[config.mk]
export PLATFORM = sky130hd
export DESIGN_NAME = dpm_host
export DESIGN_NICKNAME = d
export VERILOG_FILES = /design/src/logic/dpm_pkg.sv /design/src/logic/dpm_sync.sv /design/src/logic/dpm_host.sv
export SDC_FILE = /design/constraint.sdc
export NUM_CORES = 1
export LEC_CHECK = 0
export BUFFER_PORTS_ARGS = -buffer_cell sky130_fd_sc_hd__buf_2
export CORE_UTILIZATION = 59
export CTS_CLUSTER_DIAMETER = 50
export CTS_CLUSTER_SIZE = 30
export DETAILED_ROUTE_END_ITERATION = 8
export PLACE_DENSITY = 0.85
export SYNTH_ARGS = -nofsm -noshare
export SYNTH_HDL_FRONTEND = slang
export SYNTH_SLANG_ARGS = --single-unit
[constraint.sdc]
create_clock -name clk -period 6.77 [get_ports clk]
set_clock_uncertainty 0.1 [all_clocks]
set_input_delay 0.677 -clock clk [delete_from_list [all_inputs] [get_ports clk]]
set_output_delay 0.677 -clock clk [all_outputs]
set_load 0.02 [all_outputs]
[src/logic/dpm_pkg.sv]
// shared constants and types for the dual-port memory port controller
// Functional notes
// - controller clears its mailbox flag after power-up
// - controller stalls while its contention flag low
// - secondary role ties contention high or low
// - cascaded contention flags combined by AND
// - flag space: port select high, flag select low
package dpm_pkg;

    // ==========================================================
    // widths and addresses
    localparam int unsigned ADDR_W        = 16;
    localparam int unsigned DATA_W        = 16;
    localparam int unsigned FLAG_IDX_W    = 3;
    localparam logic [15:0] MBOX_LEFT_ADDR  = 16'hfffe;
    localparam logic [15:0] MBOX_RIGHT_ADDR = 16'hffff;

    // ==========================================================
    // timing
    localparam int unsigned SYNC_STAGES   = 2;
    localparam int unsigned T_CLK_NS      = 25;
    localparam int unsigned T_ACCESS_NS   = 20;
    localparam int unsigned T_WR_HOLD_NS  = 15;
    // least times round up to whole cycles
    localparam int unsigned ACCESS_CYC    = (T_ACCESS_NS + T_CLK_NS - 1) / T_CLK_NS;
    localparam int unsigned HOLD_CYC      = (T_WR_HOLD_NS + T_CLK_NS - 1) / T_CLK_NS;
    // strobe must also cover the input synchroniser before data is taken
    localparam int unsigned STROBE_CYC    = ACCESS_CYC + SYNC_STAGES + 1;
    localparam int unsigned CNT_W         = 4;

    // ==========================================================
    // types
    typedef enum logic [1:0] {
        DPM_OP_RD     = 2'h0,
        DPM_OP_WR     = 2'h1,
        DPM_OP_FLG_RD = 2'h2,
        DPM_OP_FLG_WR = 2'h3
    } dpm_op_t;

    typedef struct packed {
        dpm_op_t           op;
        logic [ADDR_W-1:0] addr;
        logic [DATA_W-1:0] wdata;
    } dpm_cmd_t;

    typedef struct packed {
        logic              port_select_n;
        logic              flag_space_select_n;
        logic              write_strobe_n;
        logic              output_enable_n;
        logic [ADDR_W-1:0] addr;
        logic [DATA_W-1:0] dq_o;
        logic              dq_oe;
    } dpm_pins_t;

    localparam dpm_pins_t PINS_IDLE = '{1'b1, 1'b1, 1'b1, 1'b1, 16'h0000, 16'h0000, 1'b0};

endpackage : dpm_pkg

[src/logic/dpm_sync.sv]
// two-flop synchroniser for a vector of asynchronous pin levels
module dpm_sync #(
    parameter int unsigned WIDTH = 1
) (
    // system
    input  wire logic             clk,
    input  wire logic             reset_n,
    // levels
    input  wire logic [WIDTH-1:0] async_in,
    output logic      [WIDTH-1:0] sync_out
);
    logic [WIDTH-1:0] meta_q;
    logic [WIDTH-1:0] sync_q;

    // first stage feeds only the second stage
    always_ff @(posedge clk or negedge reset_n) begin
        if (!reset_n) begin
            meta_q <= '1;
            sync_q <= '1;
        end else begin
            meta_q <= async_in;
            sync_q <= meta_q;
        end
    end

    assign sync_out = sync_q;

endmodule : dpm_sync

[src/logic/dpm_host.sv]
// port controller driving one side of the dual-port memory
module dpm_host
    import dpm_pkg::*;
#(
    parameter bit          SIDE_RIGHT = 1'b0,
    parameter int unsigned N_DEV      = 1
) (
    // system
    input  wire logic                  clk,
    input  wire logic                  reset_n,
    // user command side
    input  wire logic                  cmd_valid,
    input  wire dpm_pkg::dpm_cmd_t     cmd,
    output logic                       cmd_ready,
    output logic                       rsp_valid,
    output logic [dpm_pkg::DATA_W-1:0] rsp_data,
    output logic                       mailbox_pending,
    output logic                       init_done,
    // device pins
    output dpm_pkg::dpm_pins_t         pins,
    input  wire logic [dpm_pkg::DATA_W-1:0] dq_i,
    input  wire logic                  mailbox_flag_n,
    input  wire logic [N_DEV-1:0]      contention_flag_n
);
    import dpm_pkg::*;

    // ==========================================================
    // constants and helpers
    localparam logic [ADDR_W-1:0] OWN_MBOX  = SIDE_RIGHT ? MBOX_RIGHT_ADDR : MBOX_LEFT_ADDR;
    localparam logic [CNT_W-1:0]  STROBE_LAST = CNT_W'(STROBE_CYC - 1);
    localparam logic [CNT_W-1:0]  HOLD_LAST   = CNT_W'(HOLD_CYC - 1);

    typedef enum logic [4:0] {
        ST_IDLE    = 5'h01,
        ST_SETUP   = 5'h02,
        ST_STROBE  = 5'h04,
        ST_RECOVER = 5'h08,
        ST_WAIT    = 5'h10
    } dpm_state_t;

    // pin levels for one access, with or without its strobe
    function automatic dpm_pins_t drive(input dpm_cmd_t c, input logic strobe);
        dpm_pins_t p;
        p = PINS_IDLE;
        if (c.op == DPM_OP_FLG_RD || c.op == DPM_OP_FLG_WR) begin
            p.flag_space_select_n = 1'b0;
            p.addr = {{(ADDR_W-FLAG_IDX_W){1'b0}}, c.addr[FLAG_IDX_W-1:0]};
            p.dq_o = {{(DATA_W-1){1'b0}}, c.wdata[0]};
        end else begin
            p.port_select_n = 1'b0;
            p.addr = c.addr;
            p.dq_o = c.wdata;
        end
        if (c.op == DPM_OP_WR || c.op == DPM_OP_FLG_WR) begin
            p.dq_oe          = 1'b1;
            p.write_strobe_n = ~strobe;
        end else begin
            p.output_enable_n = ~strobe;
        end
        return p;
    endfunction : drive

    // ==========================================================
    // pin input synchronisers
    logic [DATA_W+1:0] raw_in;
    logic [DATA_W+1:0] syn_in;
    logic [DATA_W-1:0] dq_s;
    logic              mbox_n_s;
    logic              busy_n_s;

    assign raw_in = {dq_i, mailbox_flag_n, &contention_flag_n};

    dpm_sync #(
        .WIDTH   (DATA_W + 2)
    ) u_sync (
        .clk     (clk),
        .reset_n (reset_n),
        .async_in(raw_in),
        .sync_out(syn_in)
    );

    assign dq_s     = syn_in[DATA_W+1:2];
    assign mbox_n_s = syn_in[1];
    assign busy_n_s = syn_in[0];

    // ==========================================================
    // sequencer state
    dpm_state_t        state_q, state_d;
    dpm_cmd_t          cur_q, cur_d;
    dpm_pins_t         pins_q, pins_d;
    logic [CNT_W-1:0]  cnt_q, cnt_d;
    logic              busy_seen_q, busy_seen_d;
    logic              init_q, init_d;
    logic              ready_q, ready_d;
    logic              rsp_valid_q, rsp_valid_d;
    logic [DATA_W-1:0] rsp_data_q, rsp_data_d;
    logic              mbox_q, mbox_d;

    // next-state logic for one access at a time
    always_comb begin
        state_d     = state_q;
        cur_d       = cur_q;
        pins_d      = pins_q;
        cnt_d       = cnt_q;
        busy_seen_d = busy_seen_q;
        init_d      = init_q;
        ready_d     = 1'b0;
        rsp_valid_d = 1'b0;
        rsp_data_d  = rsp_data_q;
        // mailbox level shown to the user, held by the device between events
        mbox_d      = ~mbox_n_s;
        unique case (state_q)
            ST_IDLE: begin
                if (!init_q) begin
                    cur_d   = '{DPM_OP_RD, OWN_MBOX, '0};
                    pins_d  = drive('{DPM_OP_RD, OWN_MBOX, '0}, 1'b0);
                    state_d = ST_SETUP;
                end else if (cmd_valid && ready_q) begin
                    cur_d   = cmd;
                    pins_d  = drive(cmd, 1'b0);
                    state_d = ST_SETUP;
                end else begin
                    ready_d = 1'b1;
                end
            end
            ST_SETUP: begin
                // address and select settle a cycle before the strobe
                pins_d      = drive(cur_q, 1'b1);
                cnt_d       = '0;
                busy_seen_d = 1'b0;
                state_d     = ST_STROBE;
            end
            ST_STROBE: begin
                if (!busy_n_s) begin
                    busy_seen_d = 1'b1;
                end
                if (cnt_q == STROBE_LAST) begin
                    pins_d     = drive(cur_q, 1'b0);
                    rsp_data_d = dq_s;
                    cnt_d      = '0;
                    state_d    = ST_RECOVER;
                end else begin
                    cnt_d = cnt_q + 1'b1;
                end
            end
            ST_RECOVER: begin
                // data and address held past the strobe edge
                if (!busy_n_s) begin
                    busy_seen_d = 1'b1;
                end
                if (cnt_q == HOLD_LAST) begin
                    // select released, so a flag latch read can refresh next time
                    pins_d = PINS_IDLE;
                    if (busy_seen_q || !busy_n_s) begin
                        state_d = ST_WAIT;
                    end else begin
                        state_d = ST_IDLE;
                        if (init_q) begin
                            rsp_valid_d = 1'b1;
                        end
                        init_d = 1'b1;
                    end
                end else begin
                    cnt_d = cnt_q + 1'b1;
                end
            end
            ST_WAIT: begin
                // stall until contention clears, then retry whole access
                if (busy_n_s) begin
                    pins_d  = drive(cur_q, 1'b0);
                    state_d = ST_SETUP;
                end
            end
        endcase
    end

    // registers only
    always_ff @(posedge clk or negedge reset_n) begin
        if (!reset_n) begin
            state_q     <= ST_IDLE;
            cur_q       <= '0;
            pins_q      <= PINS_IDLE;
            cnt_q       <= '0;
            busy_seen_q <= 1'b0;
            init_q      <= 1'b0;
            ready_q     <= 1'b0;
            rsp_valid_q <= 1'b0;
            rsp_data_q  <= '0;
            mbox_q      <= 1'b0;
        end else begin
            state_q     <= state_d;
            cur_q       <= cur_d;
            pins_q      <= pins_d;
            cnt_q       <= cnt_d;
            busy_seen_q <= busy_seen_d;
            init_q      <= init_d;
            ready_q     <= ready_d;
            rsp_valid_q <= rsp_valid_d;
            rsp_data_q  <= rsp_data_d;
            mbox_q      <= mbox_d;
        end
    end

    // ==========================================================
    // outputs straight from flops
    assign pins            = pins_q;
    assign cmd_ready       = ready_q;
    assign rsp_valid       = rsp_valid_q;
    assign rsp_data        = rsp_data_q;
    assign mailbox_pending = mbox_q;
    assign init_done       = init_q;

endmodule : dpm_host

# Word-level counts from Yosys, hierarchy flattened
# Cells that the tools add are included.
# totals
ff_bits	137
input_bits	55
output_inout_bits	57
elab_cells	95
# op_classes
add_sub_neg	1
eq_ne	19
n_mux	36
bitwise_logic	2
n_reduce_logical	17
# ops
operator	count
$mux W37	5
$pmux W37 S5	1
$mux W34	2
$mux W32	2
$mux W5	6
$pmux W5 S5	1
$mux W1	15
$pmux W4 S3	1
$eq A2 B2 Y1 const B	4
$mux W4	2
$ne A2 B2 Y1 const B	4
$reduce_and A2 Y1	4
$eq A5 B1 Y1 const B	1
$eq A5 B2 Y1 const B	1
$eq A5 B3 Y1 const B	1
$eq A5 B4 Y1 const B	1
$eq A5 B5 Y1 const B	1
$logic_or A1 B1 Y1	5
$add A4 B1 Y4 const B	1
$eq A2 B1 Y1 const B	2
$eq A4 B2 Y1 const B	1
$logic_not A4 Y1	1
$ne A2 B1 Y1 const B	2
$reduce_and A4 Y1	1
9 further kinds	10

# Depth between registers and ports, before layout
# Gate-level depths: netlist of run 1.
# depth
ltp_word	6
depth_mapped	9
ltp_nobuf	7

# Modules after synthesis
# From an unflattened synthesis of run 1, not the netlist that was laid out.
# hier_totals
cells_unflattened	495
hier_area_um2	5744.3
# by_module_without_submodules
module	n_inst	cells_per_inst	area_per_inst_um2	seq_area_each_um2
dpm_host	1	459	4798.4	2533.7
dpm_sync	1	36	945.9	945.9

# Worst setup path after synthesis of run 1
# OpenSTA, ideal clock, no wires.
# synth_timing
path_kind	register -> register
startpoint	register cnt_q[0]
endpoint	register pins_q (netlist bit pins[19])
setup_ps	125
t_arrival_ps	1950
required_ps	6545
setup_slack_ps	4595
stages_incl_launch_ff	9
n_path_buf	2
synth_period_minus_slack_ps	2175
path_cell_list	dfrtp_1 ha_1 or3b_1 nand4_1 o21a_2 and2_4 buf_6 buf_6 mux2_4
# synth_via
elab_chain_len	3
elab_cells_between_ends	5
cone_classes	eq/ne (3); reduce/logical (2)
# synth_rtl
element	line	rtl
start: declaration	dpm_host.sv:91	logic [CNT_W-1:0] cnt_q, cnt_d;
start signal: assignment	dpm_host.sv:194	cnt_q <= cnt_d;
$eq A4 B2 Y1 / $logic_not A4 Y1 (equally long branches)	dpm_host.sv:137, dpm_host.sv:151	
$ne A2 B2 Y1 (no source line)	--	
$reduce_and A4 Y1 (no source line) *	--	
end signal: assignment	dpm_host.sv:193	pins_q <= pins_d;
end: declaration	dpm_host.sv:90	dpm_pins_t pins_q, pins_d;
# Every way passes the cells marked *; elsewhere a longest branch is shown, timed or not.
# A chain may end at the register's enable or synchronous reset.

# Worst setup path after layout of run 1
# layout_timing
startpoint	register cnt_q[0]
endpoint	register pins_q (netlist bit pins[18])
# The elaborated chain is that of the path after synthesis.

==> flow_results.xml, run 1 <==
<?xml version="1.0" encoding="UTF-8"?>
<metrics>
  <group name="outcome">
    <metric name="run_status" unit="">finished clean</metric>
  </group>
  <group name="synthesis">
    <metric name="ys_seq_area_share" unit="%">62.56</metric>
    <metric name="syn_area_per_cell" unit="um2">12.14</metric>
    <metric name="synth_edf_count" unit="">0</metric>
    <metric name="synth.ff_latch_count" unit="">137</metric>
    <metric name="post_syn_nets" unit="">515</metric>
    <metric name="synth_cell_type_count" unit="">49</metric>
    <metric name="synth_area" unit="um2">5562</metric>
    <metric name="postSynth.asyncResetShare" unit="%">100.0</metric>
    <metric name="synth-warning-count" unit="">0</metric>
    <metric name="dominantRegCellSynth" unit="">dfrtp_1</metric>
    <metric name="synthesis.instances" unit="">458</metric>
  </group>
  <group name="setup_path">
    <metric name="reg2reg_depth" unit="">6</metric>
    <metric name="worstPathBufferInverterCount" unit="">1</metric>
    <metric name="worst-path-stages" unit="">6</metric>
    <metric name="critical_path.reg2reg.startpoint" unit="">cnt_q[0]$_DFFE_PN0P_</metric>
    <metric name="critical_path.top_delay_family" unit="">simple AND/OR/NAND/NOR gates</metric>
    <metric name="ff2ff_setup_slack" unit="ns">3.86</metric>
    <metric name="critPathArrivalTime" unit="ns">3.21</metric>
    <metric name="worstPathCellList" unit="">inv_1, ha_1, nor3b_1, o21a_2, and2_4, mux2_2</metric>
    <metric name="r2r_end" unit="">pins[18]$_DFFE_PN0P_</metric>
    <metric name="critical-path-slowest-cell" unit="">nor3b_1</metric>
    <metric name="setup.worst_path.class" unit="">reg2reg</metric>
    <metric name="worst_path_largest_cell_delay" unit="ns">0.58</metric>
    <metric name="timing.critical_path.fanout_max" unit="">38</metric>
    <metric name="required_time_of_the_critical_path" unit="ns">7.07</metric>
    <metric name="crit_path_end_kind" unit="">register</metric>
    <metric name="timing.critical_path.from_type" unit="">register</metric>
  </group>
  <group name="cts">
    <metric name="cts_inserted_buffers" unit="">17</metric>
    <metric name="clock_tree.buffer_depth" unit="">2</metric>
    <metric name="clock_insertion_delay_worst_skew" unit="ns">0.52</metric>
    <metric name="cts_hold_repair.buffers" unit="">0</metric>
    <metric name="cts.repair.resized" unit="">0</metric>
    <metric name="cts.htree.levels" unit="">4</metric>
    <metric name="tritoncts_num_sinks" unit="">137</metric>
    <metric name="cts_tree" unit="">built</metric>
    <metric name="clock_slew_at_reported_path_ffs" unit="ns">0.06</metric>
    <metric name="cts-root-buf" unit="">clkbuf_8</metric>
    <metric name="count_of_buffers_added_by_post_cts_timing_repair_for_setup" unit="">0</metric>
  </group>
  <group name="die">
    <metric name="die_area" unit="um2">9819</metric>
    <metric name="design.core.area" unit="um2">9196</metric>
    <metric name="floorplan.rows" unit="">35</metric>
    <metric name="die-width" unit="um">99.09</metric>
    <metric name="die_height" unit="um">99.09</metric>
    <metric name="start_util" unit="%">60.48</metric>
    <metric name="ioPinCount" unit="">112</metric>
  </group>
  <group name="sta">
    <metric name="setup-violations-final" unit="">0</metric>
    <metric name="rsz0062_at_grt" unit="">no</metric>
    <metric name="report.final.hold_viol_count" unit="">0</metric>
    <metric name="timing.final.crit_share" unit="%">42.97</metric>
    <metric name="clock.fmax" unit="MHz">343.8</metric>
    <metric name="final_period_minus_worst_setup_slack" unit="ns">2.909</metric>
    <metric name="timing_worst_slew_pin_value" unit="ns">1.246</metric>
    <metric name="max-slew-margin-rel" unit="%">16.57</metric>
    <metric name="final_max_slew_viol_count" unit="">0</metric>
    <metric name="timing.final.ws_setup" unit="ns">3.861</metric>
    <metric name="finalSetupTns" unit="ns">0</metric>
    <metric name="hold_slack" unit="ns">0.04716</metric>
  </group>
  <group name="placement">
    <metric name="gp_routability_congestion" unit="">0.8720</metric>
    <metric name="port_buffers" unit="">111</metric>
    <metric name="dp_worst_setup_slack" unit="ns">4.052</metric>
    <metric name="hpwlAfterDp" unit="um">7450</metric>
  </group>
  <group name="cells_and_area">
    <metric name="antenna_cells_inserted" unit="">0</metric>
    <metric name="fillCellCount" unit="">611</metric>
    <metric name="drive_gt1_share" unit="%">41.08</metric>
    <metric name="areaGrowthSynthToFinish" unit="%">20.14</metric>
    <metric name="finalCoreUtilization" unit="%">72.65</metric>
    <metric name="net_total_in_the_final_layout" unit="">616</metric>
  </group>
  <group name="global_routing">
    <metric name="grt_start_max_net_pins" unit="">72</metric>
    <metric name="grt_pass1_vias" unit="">4077</metric>
    <metric name="grt_antenna_before_repair" unit="">0</metric>
    <metric name="globalRouteTotalUtil" unit="%">26.89</metric>
    <metric name="grt_pass1_wl" unit="um">20140</metric>
    <metric name="remaining_global_route_overflow" unit="">0</metric>
  </group>
  <group name="power">
    <metric name="static-leakage-power" unit="nW">3.320</metric>
    <metric name="p_per_area" unit="nW/um2">445.9</metric>
    <metric name="peakVddDrop" unit="uV">219.7</metric>
    <metric name="post-layout-total-power" unit="mW">2.980</metric>
  </group>
  <group name="detailed_routing">
    <metric name="route.detailed.drc" unit="">0</metric>
    <metric name="post_drt_wl_per_cell" unit="um">18.34</metric>
    <metric name="vias" unit="">4080</metric>
    <metric name="first_drt_pass_iteration_count" unit="">7</metric>
    <metric name="vias_per_cell" unit="">5.974</metric>
    <metric name="drt_wl_total" unit="um">12520</metric>
    <metric name="detail_route.iter0.violations" unit="">309</metric>
    <metric name="drtAntennaViolNets" unit="">0</metric>
  </group>
  <group name="min_path">
    <metric name="min_path_type" unit="">in2async</metric>
  </group>
  <group name="job">
    <metric name="cap_violations" unit="">0</metric>
  </group>
</metrics>
cell usage after synthesis (3+ instances only):
library cell / count / area (um2)
buf_2: 5 / 25.02
a32o_1: 4 / 40.04
o21ai_0: 38 / 190.2
nand2_1: 46 / 172.7
buf_4: 7 / 52.55
dfrtp_1: 96 / 2402
mux2_2: 37 / 416.7
a21oi_1: 42 / 210.2
nor3b_1: 3 / 22.52
a21o_1: 14 / 105.1
nor2_1: 11 / 41.29
a22oi_1: 13 / 97.59
nand3b_1: 3 / 22.52
clkbuf_1: 15 / 56.30
inv_1: 17 / 63.81
nand2b_1: 3 / 18.77
buf_6: 4 / 45.04
dfstp_2: 41 / 1077
o2bb2ai_1: 15 / 131.4
xor2_1: 3 / 26.28
sequential cells by signal, summed over array words and instances (netlist names):
register         count
busy_seen_q          1
cmd_ready            1
cnt_q                4
cur_q               34
init_done            1
mailbox_pending      1
pins                37
rsp_data            16
rsp_valid            1
state_q              5
u_sync.meta_q       18
u_sync.sync_out     18
worst max-delay path by stage:
stage	slack, ns	to	startpoint
after global routing	3.73	pins[18]$_DFFE_PN0P_	cnt_q[0]$_DFFE_PN0P_
after floorplan	4.59	pins[19]$_DFFE_PN0P_	cnt_q[0]$_DFFE_PN0P_
final	3.86	pins[18]$_DFFE_PN0P_	cnt_q[0]$_DFFE_PN0P_
after detailed placement	4.05	pins[14]$_DFFE_PN0P_	cmd_valid
after CTS	3.91	pins[18]$_DFFE_PN0P_	cnt_q[0]$_DFFE_PN0P_
after global placement	4.11	pins[5]$_DFFE_PN0P_	cmd_valid
power by group:
group / leakage, nW / internal, mW / switching (mW) / total (mW)
Combinational: 1.35 / 0.352 / 0.628 / 0.980
Clock: 0.275 / 0.537 / 0.353 / 0.890
Sequential: 1.70 / 0.998 / 0.111 / 1.11
cell families (layout without fill, tap and decap cells):
family          after synthesis  count (layout)  share of synthesized area [%]
flops                       137             137                          62.56
fa+ha+maj                     2               2                         0.4499
buf+inv                      49             163                          4.432
simple gates                 84              84                          7.402
compound gates              144             144                          16.74
xor+xnor                      3               3                         0.4725
mux                          39              39                          7.941
layout by cell type, fill, tap and decap left out, drive strengths merged, types with 3 or more instances in the layout:
cell type and instances:
dfstp 41, clkinv 5, nand2b 4, clkinvlp 3
a22oi 13, nor3b 5, nor2 11, a32o 4
a21oi 42, o21ai 39, a21o 14, o2bb2ai 15
xor2 3, clkbuf 19, inv 20, mux2 38
nand3b 3, dfrtp 96, nand3 3, buf 114
nand2 46
metrics by stage:
step	instances	cell area, um2
global route	683	6681
finish	683	6681
floorplan	458	5562
global placement	651	6105
CTS	683	6681
detailed placement	651	6105
layer usage:
layer,track usage (%),routed length [um]
met1,33.64,4732
met2,44.22,6478
met3,6.395,827
met4,13.80,484
met5,0,0
final cells by class:
cell class	instances	area, um2	share of cell area [%]
Sequential cell	137	3480	52.08
Multi-Input combinational cell	272	1838	27.51
Timing Repair Buffer	114	584.3	8.745
Clock buffer	19	431.7	6.461
Clock inverter	13	145.1	2.172
Tap cell	111	138.9	2.079
Inverter	17	63.81	0.9551
Power figures use the tool's default switching activity.
==> run 2, diff against run 1 <==
--- a/config.mk
+++ b/config.mk
@@ -6,11 +6,11 @@
 export NUM_CORES = 1
 export LEC_CHECK = 0
 export BUFFER_PORTS_ARGS = -buffer_cell sky130_fd_sc_hd__buf_2
-export CORE_UTILIZATION = 59
+export CORE_UTILIZATION = 55
 export CTS_CLUSTER_DIAMETER = 50
 export CTS_CLUSTER_SIZE = 30
 export DETAILED_ROUTE_END_ITERATION = 8
-export PLACE_DENSITY = 0.85
+export PLACE_DENSITY = 0.8
 export SYNTH_ARGS = -nofsm -noshare
 export SYNTH_HDL_FRONTEND = slang
 export SYNTH_SLANG_ARGS = --single-unit
==> constraint.sdc (replaced) <==
create_clock -name clk -period 2.9 [get_ports clk]
set_clock_uncertainty 0.1 [all_clocks]
set_input_delay 0.29 -clock clk [delete_from_list [all_inputs] [get_ports clk]]
set_output_delay 0.29 -clock clk [all_outputs]
set_load 0.02 [all_outputs]
==> run 2 against run 1 <==
  * Combinational power is 140% higher
  * Wire length is 3.2% higher
  * Highest routed layer unchanged
  * Largest power group unchanged
  * Setup slack got worse by 3.4 ns
  * Critical endpoint is now pins[3]$_DFFE_PN0P_
  * Power increased by 140%
==> flow_results.xml, run 2 (synthesis results as in run 1) <==
<?xml version="1.0" encoding="UTF-8"?>
<metrics>
  <group name="cts">
    <metric name="cts-root-buf" unit="">clkbuf_8</metric>
    <metric name="clock_tree.buffer_depth" unit="">2</metric>
    <metric name="cts_tree" unit="">built</metric>
    <metric name="cts.htree.levels" unit="">4</metric>
    <metric name="count_of_buffers_added_by_post_cts_timing_repair_for_setup" unit="">0</metric>
    <metric name="cts_inserted_buffers" unit="">17</metric>
    <metric name="clock_slew_at_reported_path_ffs" unit="ns">0.06</metric>
    <metric name="clock_insertion_delay_worst_skew" unit="ns">0.52</metric>
    <metric name="tritoncts_num_sinks" unit="">137</metric>
  </group>
  <group name="setup_path">
    <metric name="required_time_of_the_critical_path" unit="ns">3.20</metric>
    <metric name="worstPathBufferInverterCount" unit="">0</metric>
    <metric name="worst_path_largest_cell_delay" unit="ns">0.45</metric>
    <metric name="critical-path-slowest-cell" unit="">and2_4</metric>
    <metric name="critPathCapture" unit="">pins[3]$_DFFE_PN0P_</metric>
    <metric name="critical_path.top_delay_family" unit="">simple AND/OR/NAND/NOR gates</metric>
    <metric name="worst-path-stages" unit="">6</metric>
    <metric name="ff2ff_setup_slack" unit="ns">0.43</metric>
    <metric name="r2r_end" unit="">pins[3]$_DFFE_PN0P_</metric>
    <metric name="critPathLaunch" unit="">cnt_q[0]$_DFFE_PN0P_</metric>
    <metric name="timing.critical_path.from_type" unit="">register</metric>
    <metric name="worstPathCellList" unit="">ha_1, or3b_1, nand4_1, o21a_2, and2_4, mux2_2</metric>
    <metric name="crit_path_end_kind" unit="">register</metric>
    <metric name="reg2reg_depth" unit="">6</metric>
    <metric name="timing.critical_path.fanout_max" unit="">38</metric>
    <metric name="critical_path.reg2reg.startpoint" unit="">cnt_q[0]$_DFFE_PN0P_</metric>
    <metric name="setup.worst_path.class" unit="">reg2reg</metric>
    <metric name="critPathArrivalTime" unit="ns">2.77</metric>
  </group>
  <group name="power">
    <metric name="p_per_area" unit="nW/um2">1001</metric>
    <metric name="peakVddDrop" unit="uV">733.9</metric>
    <metric name="static-leakage-power" unit="nW">3.520</metric>
  </group>
  <group name="global_routing">
    <metric name="grt_pass1_wl" unit="um">20470</metric>
    <metric name="globalRouteTotalUtil" unit="%">26.19</metric>
    <metric name="remaining_global_route_overflow" unit="">0</metric>
    <metric name="grt_pass1_vias" unit="">4195</metric>
    <metric name="grt_start_max_net_pins" unit="">67</metric>
    <metric name="grt_antenna_before_repair" unit="">0</metric>
  </group>
  <group name="cells_and_area">
    <metric name="leading_cell_type_in_the_layout_fill_and_taps_excluded" unit="">buf_2</metric>
    <metric name="ff_latch_area" unit="um2">3480</metric>
    <metric name="stdcell_area" unit="um2">7177</metric>
    <metric name="largest_register_ffs" unit="">37</metric>
    <metric name="net_total_in_the_final_layout" unit="">657</metric>
    <metric name="drive_gt1_share" unit="%">38.99</metric>
    <metric name="areaGrowthSynthToFinish" unit="%">29.04</metric>
    <metric name="fillCellCount" unit="">650</metric>
    <metric name="antenna_cells_inserted" unit="">0</metric>
    <metric name="area_taken_by_multi_input_logic_gates" unit="um2">1838</metric>
    <metric name="final_cell_mix" unit="">buf_2, dfrtp_1, nand2_1</metric>
  </group>
  <group name="sta">
    <metric name="report.final.hold_viol_count" unit="">0</metric>
    <metric name="rsz0062_at_grt" unit="">no</metric>
    <metric name="max-slew-margin-rel" unit="%">50.25</metric>
    <metric name="timing_worst_slew_pin_value" unit="ns">0.7439</metric>
    <metric name="finalSetupTns" unit="ns">0</metric>
    <metric name="final_max_slew_viol_count" unit="">0</metric>
    <metric name="final_period_minus_worst_setup_slack" unit="ns">2.474</metric>
    <metric name="setup-violations-final" unit="">0</metric>
    <metric name="timing.final.crit_share" unit="%">85.29</metric>
    <metric name="clock.fmax" unit="MHz">404.3</metric>
  </group>
  <group name="die">
    <metric name="die_height" unit="um">102.6</metric>
    <metric name="design.core.area" unit="um2">9774</metric>
    <metric name="die-width" unit="um">102.6</metric>
    <metric name="floorplan.rows" unit="">36</metric>
    <metric name="ioPinCount" unit="">112</metric>
    <metric name="start_util" unit="%">56.90</metric>
    <metric name="die_area" unit="um2">10520</metric>
  </group>
  <group name="placement">
    <metric name="hpwlAfterDp" unit="um">7510</metric>
    <metric name="gp_routability_congestion" unit="">0.8418</metric>
    <metric name="port_buffers" unit="">111</metric>
    <metric name="placed_cell_area" unit="um2">6182</metric>
  </group>
  <group name="detailed_routing">
    <metric name="drt_wl_total" unit="um">12930</metric>
    <metric name="route.detailed.drc" unit="">0</metric>
    <metric name="post_drt_wl_per_cell" unit="um">17.33</metric>
    <metric name="drtAntennaViolNets" unit="">0</metric>
    <metric name="vias_per_cell" unit="">5.595</metric>
    <metric name="first_drt_pass_iteration_count" unit="">5</metric>
    <metric name="detail_route.iter0.violations" unit="">206</metric>
    <metric name="vias" unit="">4174</metric>
  </group>
  <group name="min_path">
    <metric name="min_path_type" unit="">in2reg</metric>
    <metric name="hold_path_startpoint" unit="">cmd_valid</metric>
  </group>
  <group name="job">
    <metric name="cap_violations" unit="">0</metric>
  </group>
  <group name="outcome">
    <metric name="run_status" unit="">finished clean</metric>
  </group>
</metrics>
## run 2: cell types whose count changed in the layout (fill, tap and decap cells not counted), moves of 2 or more
| cell | previous run | this run |
|---|---|---|
| buf_4 | 3 | 7 |
| bufinv_16 | 2 | 5 |
| clkinv_4 | 3 | 1 |
| dlygate4sd3_1 | 0 | 36 |
| inv_6 | 3 | 0 |
## run 2: final cells by class
type	instances	area share (%)
flip-flops and latches	137	48.48
multi-input cells	272	25.61
repair buffers	155	13.86
clock buffers	20	6.067
clock inverters	12	2.772
well taps	133	2.319
inverters	17	0.8891
## run 2: power by group
group          switching (mW)  internal [mW]  total (mW)
logic                    1.43          0.889        2.32
registers               0.255           2.33        2.59
clock network           0.776           1.50        2.28
## run 2: what timing repair did
action	in CTS	in global routing
resized for setup	0	0
hold endpoints to repair	88	0
hold buffers	36	0
endpoints found under the setup margin	0	0
## run 2: per-layer routing
layer / track usage (%) / up-vias / part of all wire, %
li1: - / 1903 / -
met1: 32.78 / 2090 / 39
met2: 44.51 / 153 / 54
met3: 6.237 / 28 / 5.0
met4: 9.670 / 0 / 2.1
met5: 0 / - / 0
## run 2: how the worst min path moves through the flow
stage	to	slack (ns)	cells after the start
final	cmd_ready$_DFF_PN0_	0.01	3
after floorplan	busy_seen_q$_DFFE_PN0P_	-0.11	0
after CTS	cmd_ready$_DFF_PN0_	0.002	3
after detailed placement	cur_q[2]$_DFFE_PN0P_	0.19	1
after global placement	cur_q[1]$_DFFE_PN0P_	0.17	1
after global routing	cmd_ready$_DFF_PN0_	0.03	3
## run 2: per-stage QoR
step,worst slack (ns),cells,power (mW),hold WS (ns),utilization [%]
3_3_place_gp,0.5656,678,4.770,0.1729,63.25
6_report,0.4265,746,7.187,0.01085,73.43
3_5_place_dp,0.4827,678,4.854,0.1852,63.25
5_1_grt,0.3148,746,7.532,0.02516,73.43
2_1_floorplan,0.7248,458,4.245,-0.1056,-
4_1_cts,0.4484,746,7.203,0.001936,73.43
## run 2: worst reg2reg max path, cell delays in order (launching register included)
cell     delay (ns)
dfrtp_1        0.42
ha_1           0.23
or3b_1         0.36
nand4_1        0.18
o21a_2         0.18
and2_4         0.45
mux2_2         0.44
==> run 3, diff against run 2 <==
--- a/config.mk
+++ b/config.mk
@@ -10,6 +10,7 @@
 export CTS_CLUSTER_DIAMETER = 50
 export CTS_CLUSTER_SIZE = 30
 export DETAILED_ROUTE_END_ITERATION = 8
+export MAX_ROUTING_LAYER = met4
 export PLACE_DENSITY = 0.8
 export SYNTH_ARGS = -nofsm -noshare
 export SYNTH_HDL_FRONTEND = slang
==> run 3 against run 2 <==
  * First-iteration DRC count increased by 18%
  * Clock power decreased by 6%
  * Critical endpoint is now pins[0]$_DFFE_PN0P_
  * Largest power group unchanged
  * Clock-buffer cell count unchanged
  * Largest cell class unchanged
==> flow_results.xml, run 3 (synthesis results as in run 1) <==
<?xml version="1.0" encoding="UTF-8"?>
<metrics>
  <group name="sta">
    <metric name="timing.final.crit_share" unit="%">87.29</metric>
    <metric name="timing_worst_slew_pin_value" unit="ns">0.6986</metric>
    <metric name="setup-violations-final" unit="">0</metric>
    <metric name="rsz0062_at_grt" unit="">no</metric>
    <metric name="final_max_slew_viol_count" unit="">0</metric>
    <metric name="finalSetupTns" unit="ns">0</metric>
    <metric name="clock.fmax" unit="MHz">395.0</metric>
    <metric name="report.final.hold_viol_count" unit="">0</metric>
    <metric name="final_period_minus_worst_setup_slack" unit="ns">2.531</metric>
    <metric name="max-slew-margin-rel" unit="%">53.29</metric>
    <metric name="timing.final.ws_setup" unit="ns">0.3686</metric>
    <metric name="hold_slack" unit="ns">0.02827</metric>
  </group>
  <group name="cells_and_area">
    <metric name="drive_gt1_share" unit="%">38.93</metric>
    <metric name="area_taken_by_multi_input_logic_gates" unit="um2">1838</metric>
    <metric name="antenna_cells_inserted" unit="">0</metric>
    <metric name="stdcell_area" unit="um2">7149</metric>
    <metric name="largest_register_ffs" unit="">37</metric>
    <metric name="final_cell_mix" unit="">buf_2, dfrtp_1, nand2_1</metric>
    <metric name="leading_cell_type_in_the_layout_fill_and_taps_excluded" unit="">buf_2</metric>
    <metric name="net_total_in_the_final_layout" unit="">658</metric>
    <metric name="areaGrowthSynthToFinish" unit="%">28.55</metric>
    <metric name="fillCellCount" unit="">647</metric>
    <metric name="ff_latch_area" unit="um2">3480</metric>
  </group>
  <group name="detailed_routing">
    <metric name="drt_wl_total" unit="um">12930</metric>
    <metric name="vias_per_cell" unit="">5.522</metric>
    <metric name="detail_route.iter0.violations" unit="">243</metric>
    <metric name="route.detailed.drc" unit="">0</metric>
    <metric name="first_drt_pass_iteration_count" unit="">6</metric>
    <metric name="post_drt_wl_per_cell" unit="um">17.31</metric>
    <metric name="vias" unit="">4125</metric>
    <metric name="drtAntennaViolNets" unit="">0</metric>
  </group>
  <group name="min_path">
    <metric name="min_path_type" unit="">in2reg</metric>
    <metric name="hold_path_startpoint" unit="">cmd[26]</metric>
  </group>
  <group name="power">
    <metric name="int_power" unit="mW">4.571</metric>
    <metric name="pwr-share-seq" unit="%">36.6</metric>
    <metric name="peakVddDrop" unit="uV">566.0</metric>
    <metric name="p_per_area" unit="nW/um2">990.6</metric>
    <metric name="post-layout-total-power" unit="mW">7.082</metric>
    <metric name="static-leakage-power" unit="nW">3.509</metric>
    <metric name="sw_frac_of_total" unit="%">35.46</metric>
    <metric name="p_sw" unit="mW">2.511</metric>
    <metric name="power_frac_comb" unit="%">33.2</metric>
    <metric name="p_clk_share" unit="%">30.3</metric>
  </group>
  <group name="cts">
    <metric name="count_of_buffers_added_by_post_cts_timing_repair_for_setup" unit="">0</metric>
    <metric name="cts.htree.levels" unit="">4</metric>
    <metric name="clock_tree.buffer_depth" unit="">2</metric>
    <metric name="cts_tree" unit="">built</metric>
    <metric name="clock_insertion_delay_worst_skew" unit="ns">0.53</metric>
    <metric name="clock_slew_at_reported_path_ffs" unit="ns">0.06</metric>
    <metric name="cts-root-buf" unit="">clkbuf_8</metric>
    <metric name="tritoncts_num_sinks" unit="">137</metric>
    <metric name="cts_inserted_buffers" unit="">17</metric>
  </group>
  <group name="setup_path">
    <metric name="required_time_of_the_critical_path" unit="ns">3.20</metric>
    <metric name="worst_path_largest_cell_delay" unit="ns">0.45</metric>
    <metric name="critPathLaunch" unit="">cnt_q[0]$_DFFE_PN0P_</metric>
    <metric name="crit_path_end_kind" unit="">register</metric>
    <metric name="critical-path-slowest-cell" unit="">and2_4</metric>
    <metric name="setup.worst_path.class" unit="">reg2reg</metric>
    <metric name="critPathArrivalTime" unit="ns">2.83</metric>
    <metric name="critical_path.reg2reg.startpoint" unit="">cnt_q[0]$_DFFE_PN0P_</metric>
    <metric name="timing.critical_path.from_type" unit="">register</metric>
    <metric name="timing.critical_path.fanout_max" unit="">38</metric>
    <metric name="worstPathCellList" unit="">ha_1, or3b_1, nand4_1, o21a_2, and2_4, mux2_2</metric>
  </group>
  <group name="placement">
    <metric name="placed_cell_area" unit="um2">6175</metric>
    <metric name="dp_worst_setup_slack" unit="ns">0.5006</metric>
    <metric name="gp_routability_congestion" unit="">0.9049</metric>
    <metric name="port_buffers" unit="">111</metric>
    <metric name="hpwlAfterDp" unit="um">7580</metric>
  </group>
  <group name="die">
    <metric name="floorplan.rows" unit="">36</metric>
    <metric name="die-width" unit="um">102.6</metric>
    <metric name="die_area" unit="um2">10520</metric>
    <metric name="die_height" unit="um">102.6</metric>
    <metric name="start_util" unit="%">56.90</metric>
    <metric name="design.core.area" unit="um2">9774</metric>
    <metric name="ioPinCount" unit="">112</metric>
  </group>
  <group name="outcome">
    <metric name="run_status" unit="">finished clean</metric>
  </group>
  <group name="global_routing">
    <metric name="globalRouteTotalUtil" unit="%">27.42</metric>
    <metric name="grt_start_max_net_pins" unit="">74</metric>
    <metric name="grt_pass1_wl" unit="um">20650</metric>
    <metric name="remaining_global_route_overflow" unit="">0</metric>
    <metric name="grt_pass1_vias" unit="">4234</metric>
    <metric name="grt_antenna_before_repair" unit="">0</metric>
  </group>
  <group name="job">
    <metric name="cap_violations" unit="">0</metric>
  </group>
</metrics>
==> run 3: repair_timing <==
action	CTS	global route
gates resized for setup	0	0
hold buffers	38	0
hold endpoints to repair	70	0
==> run 3: metrics by stage <==
step                      std cells  util (%)
after global placement          677     63.17
after global routing            747     73.14
after floorplan                 458         -
after CTS                       747     73.14
after detailed placement        677     63.17
final                           747     73.14
==> run 3: worst max-delay path: cells and delay by family, from the launching register on <==
| family | cells | cell delay (ns) |
|---|---|---|
| adder cells (fa/ha/maj) | 1 | 0.25 |
| AO/OA/AOI/OAI | 1 | 0.18 |
| multiplexers | 1 | 0.41 |
| AND/OR/NAND/NOR | 3 | 1.00 |
| flip-flops | 1 | 0.44 |
==> run 3: cell type report <==
| cell class | count | area share (%) |
|---|---|---|
| flip-flops and latches | 137 | 48.67 |
| inverters | 17 | 0.8925 |
| clock inverters | 12 | 2.083 |
| well taps | 133 | 2.328 |
| clock buffers | 20 | 6.230 |
| repair buffers | 156 | 14.09 |
| multi-input cells | 272 | 25.71 |
==> run 3: per-layer routing <==
metal / GRT usage [%] / up-vias / routed length (um)
li1: - / 1895 / -
met1: 33.55 / 2042 / 5148
met2: 42.67 / 154 / 6748
met3: 6.169 / 34 / 642
met4: 14.73 / 0 / 391
met5: - / - / 0
==> run 3: worst paths after layout <==
path                                                 to  slack [ns]  cells after the start
max                                 pins[0]$_DFFE_PN0P_        0.37                      6
min                               cur_q[26]$_DFFE_PN0P_        0.03                      4
max reg2reg                         pins[0]$_DFFE_PN0P_        0.37                      6
min reg2reg                u_sync.sync_out[9]$_DFF_PN1_        0.25                      0
max in group asynchronous          pins[36]$_DFFE_PN1P_        1.69                      3
min in group asynchronous          cur_q[1]$_DFFE_PN0P_        0.22                      2
==> run 3: power by group through the flow <==
stage / logic [mW] / registers, mW / clock network [mW]
final: 2.35 / 2.59 / 2.14
after global routing: 2.55 / 2.63 / 2.25
after CTS: 2.34 / 2.58 / 2.17
after detailed placement: 2.27 / 2.60 / 0
after global placement: 2.20 / 2.57 / 0
after floorplan: 1.41 / 2.84 / 0
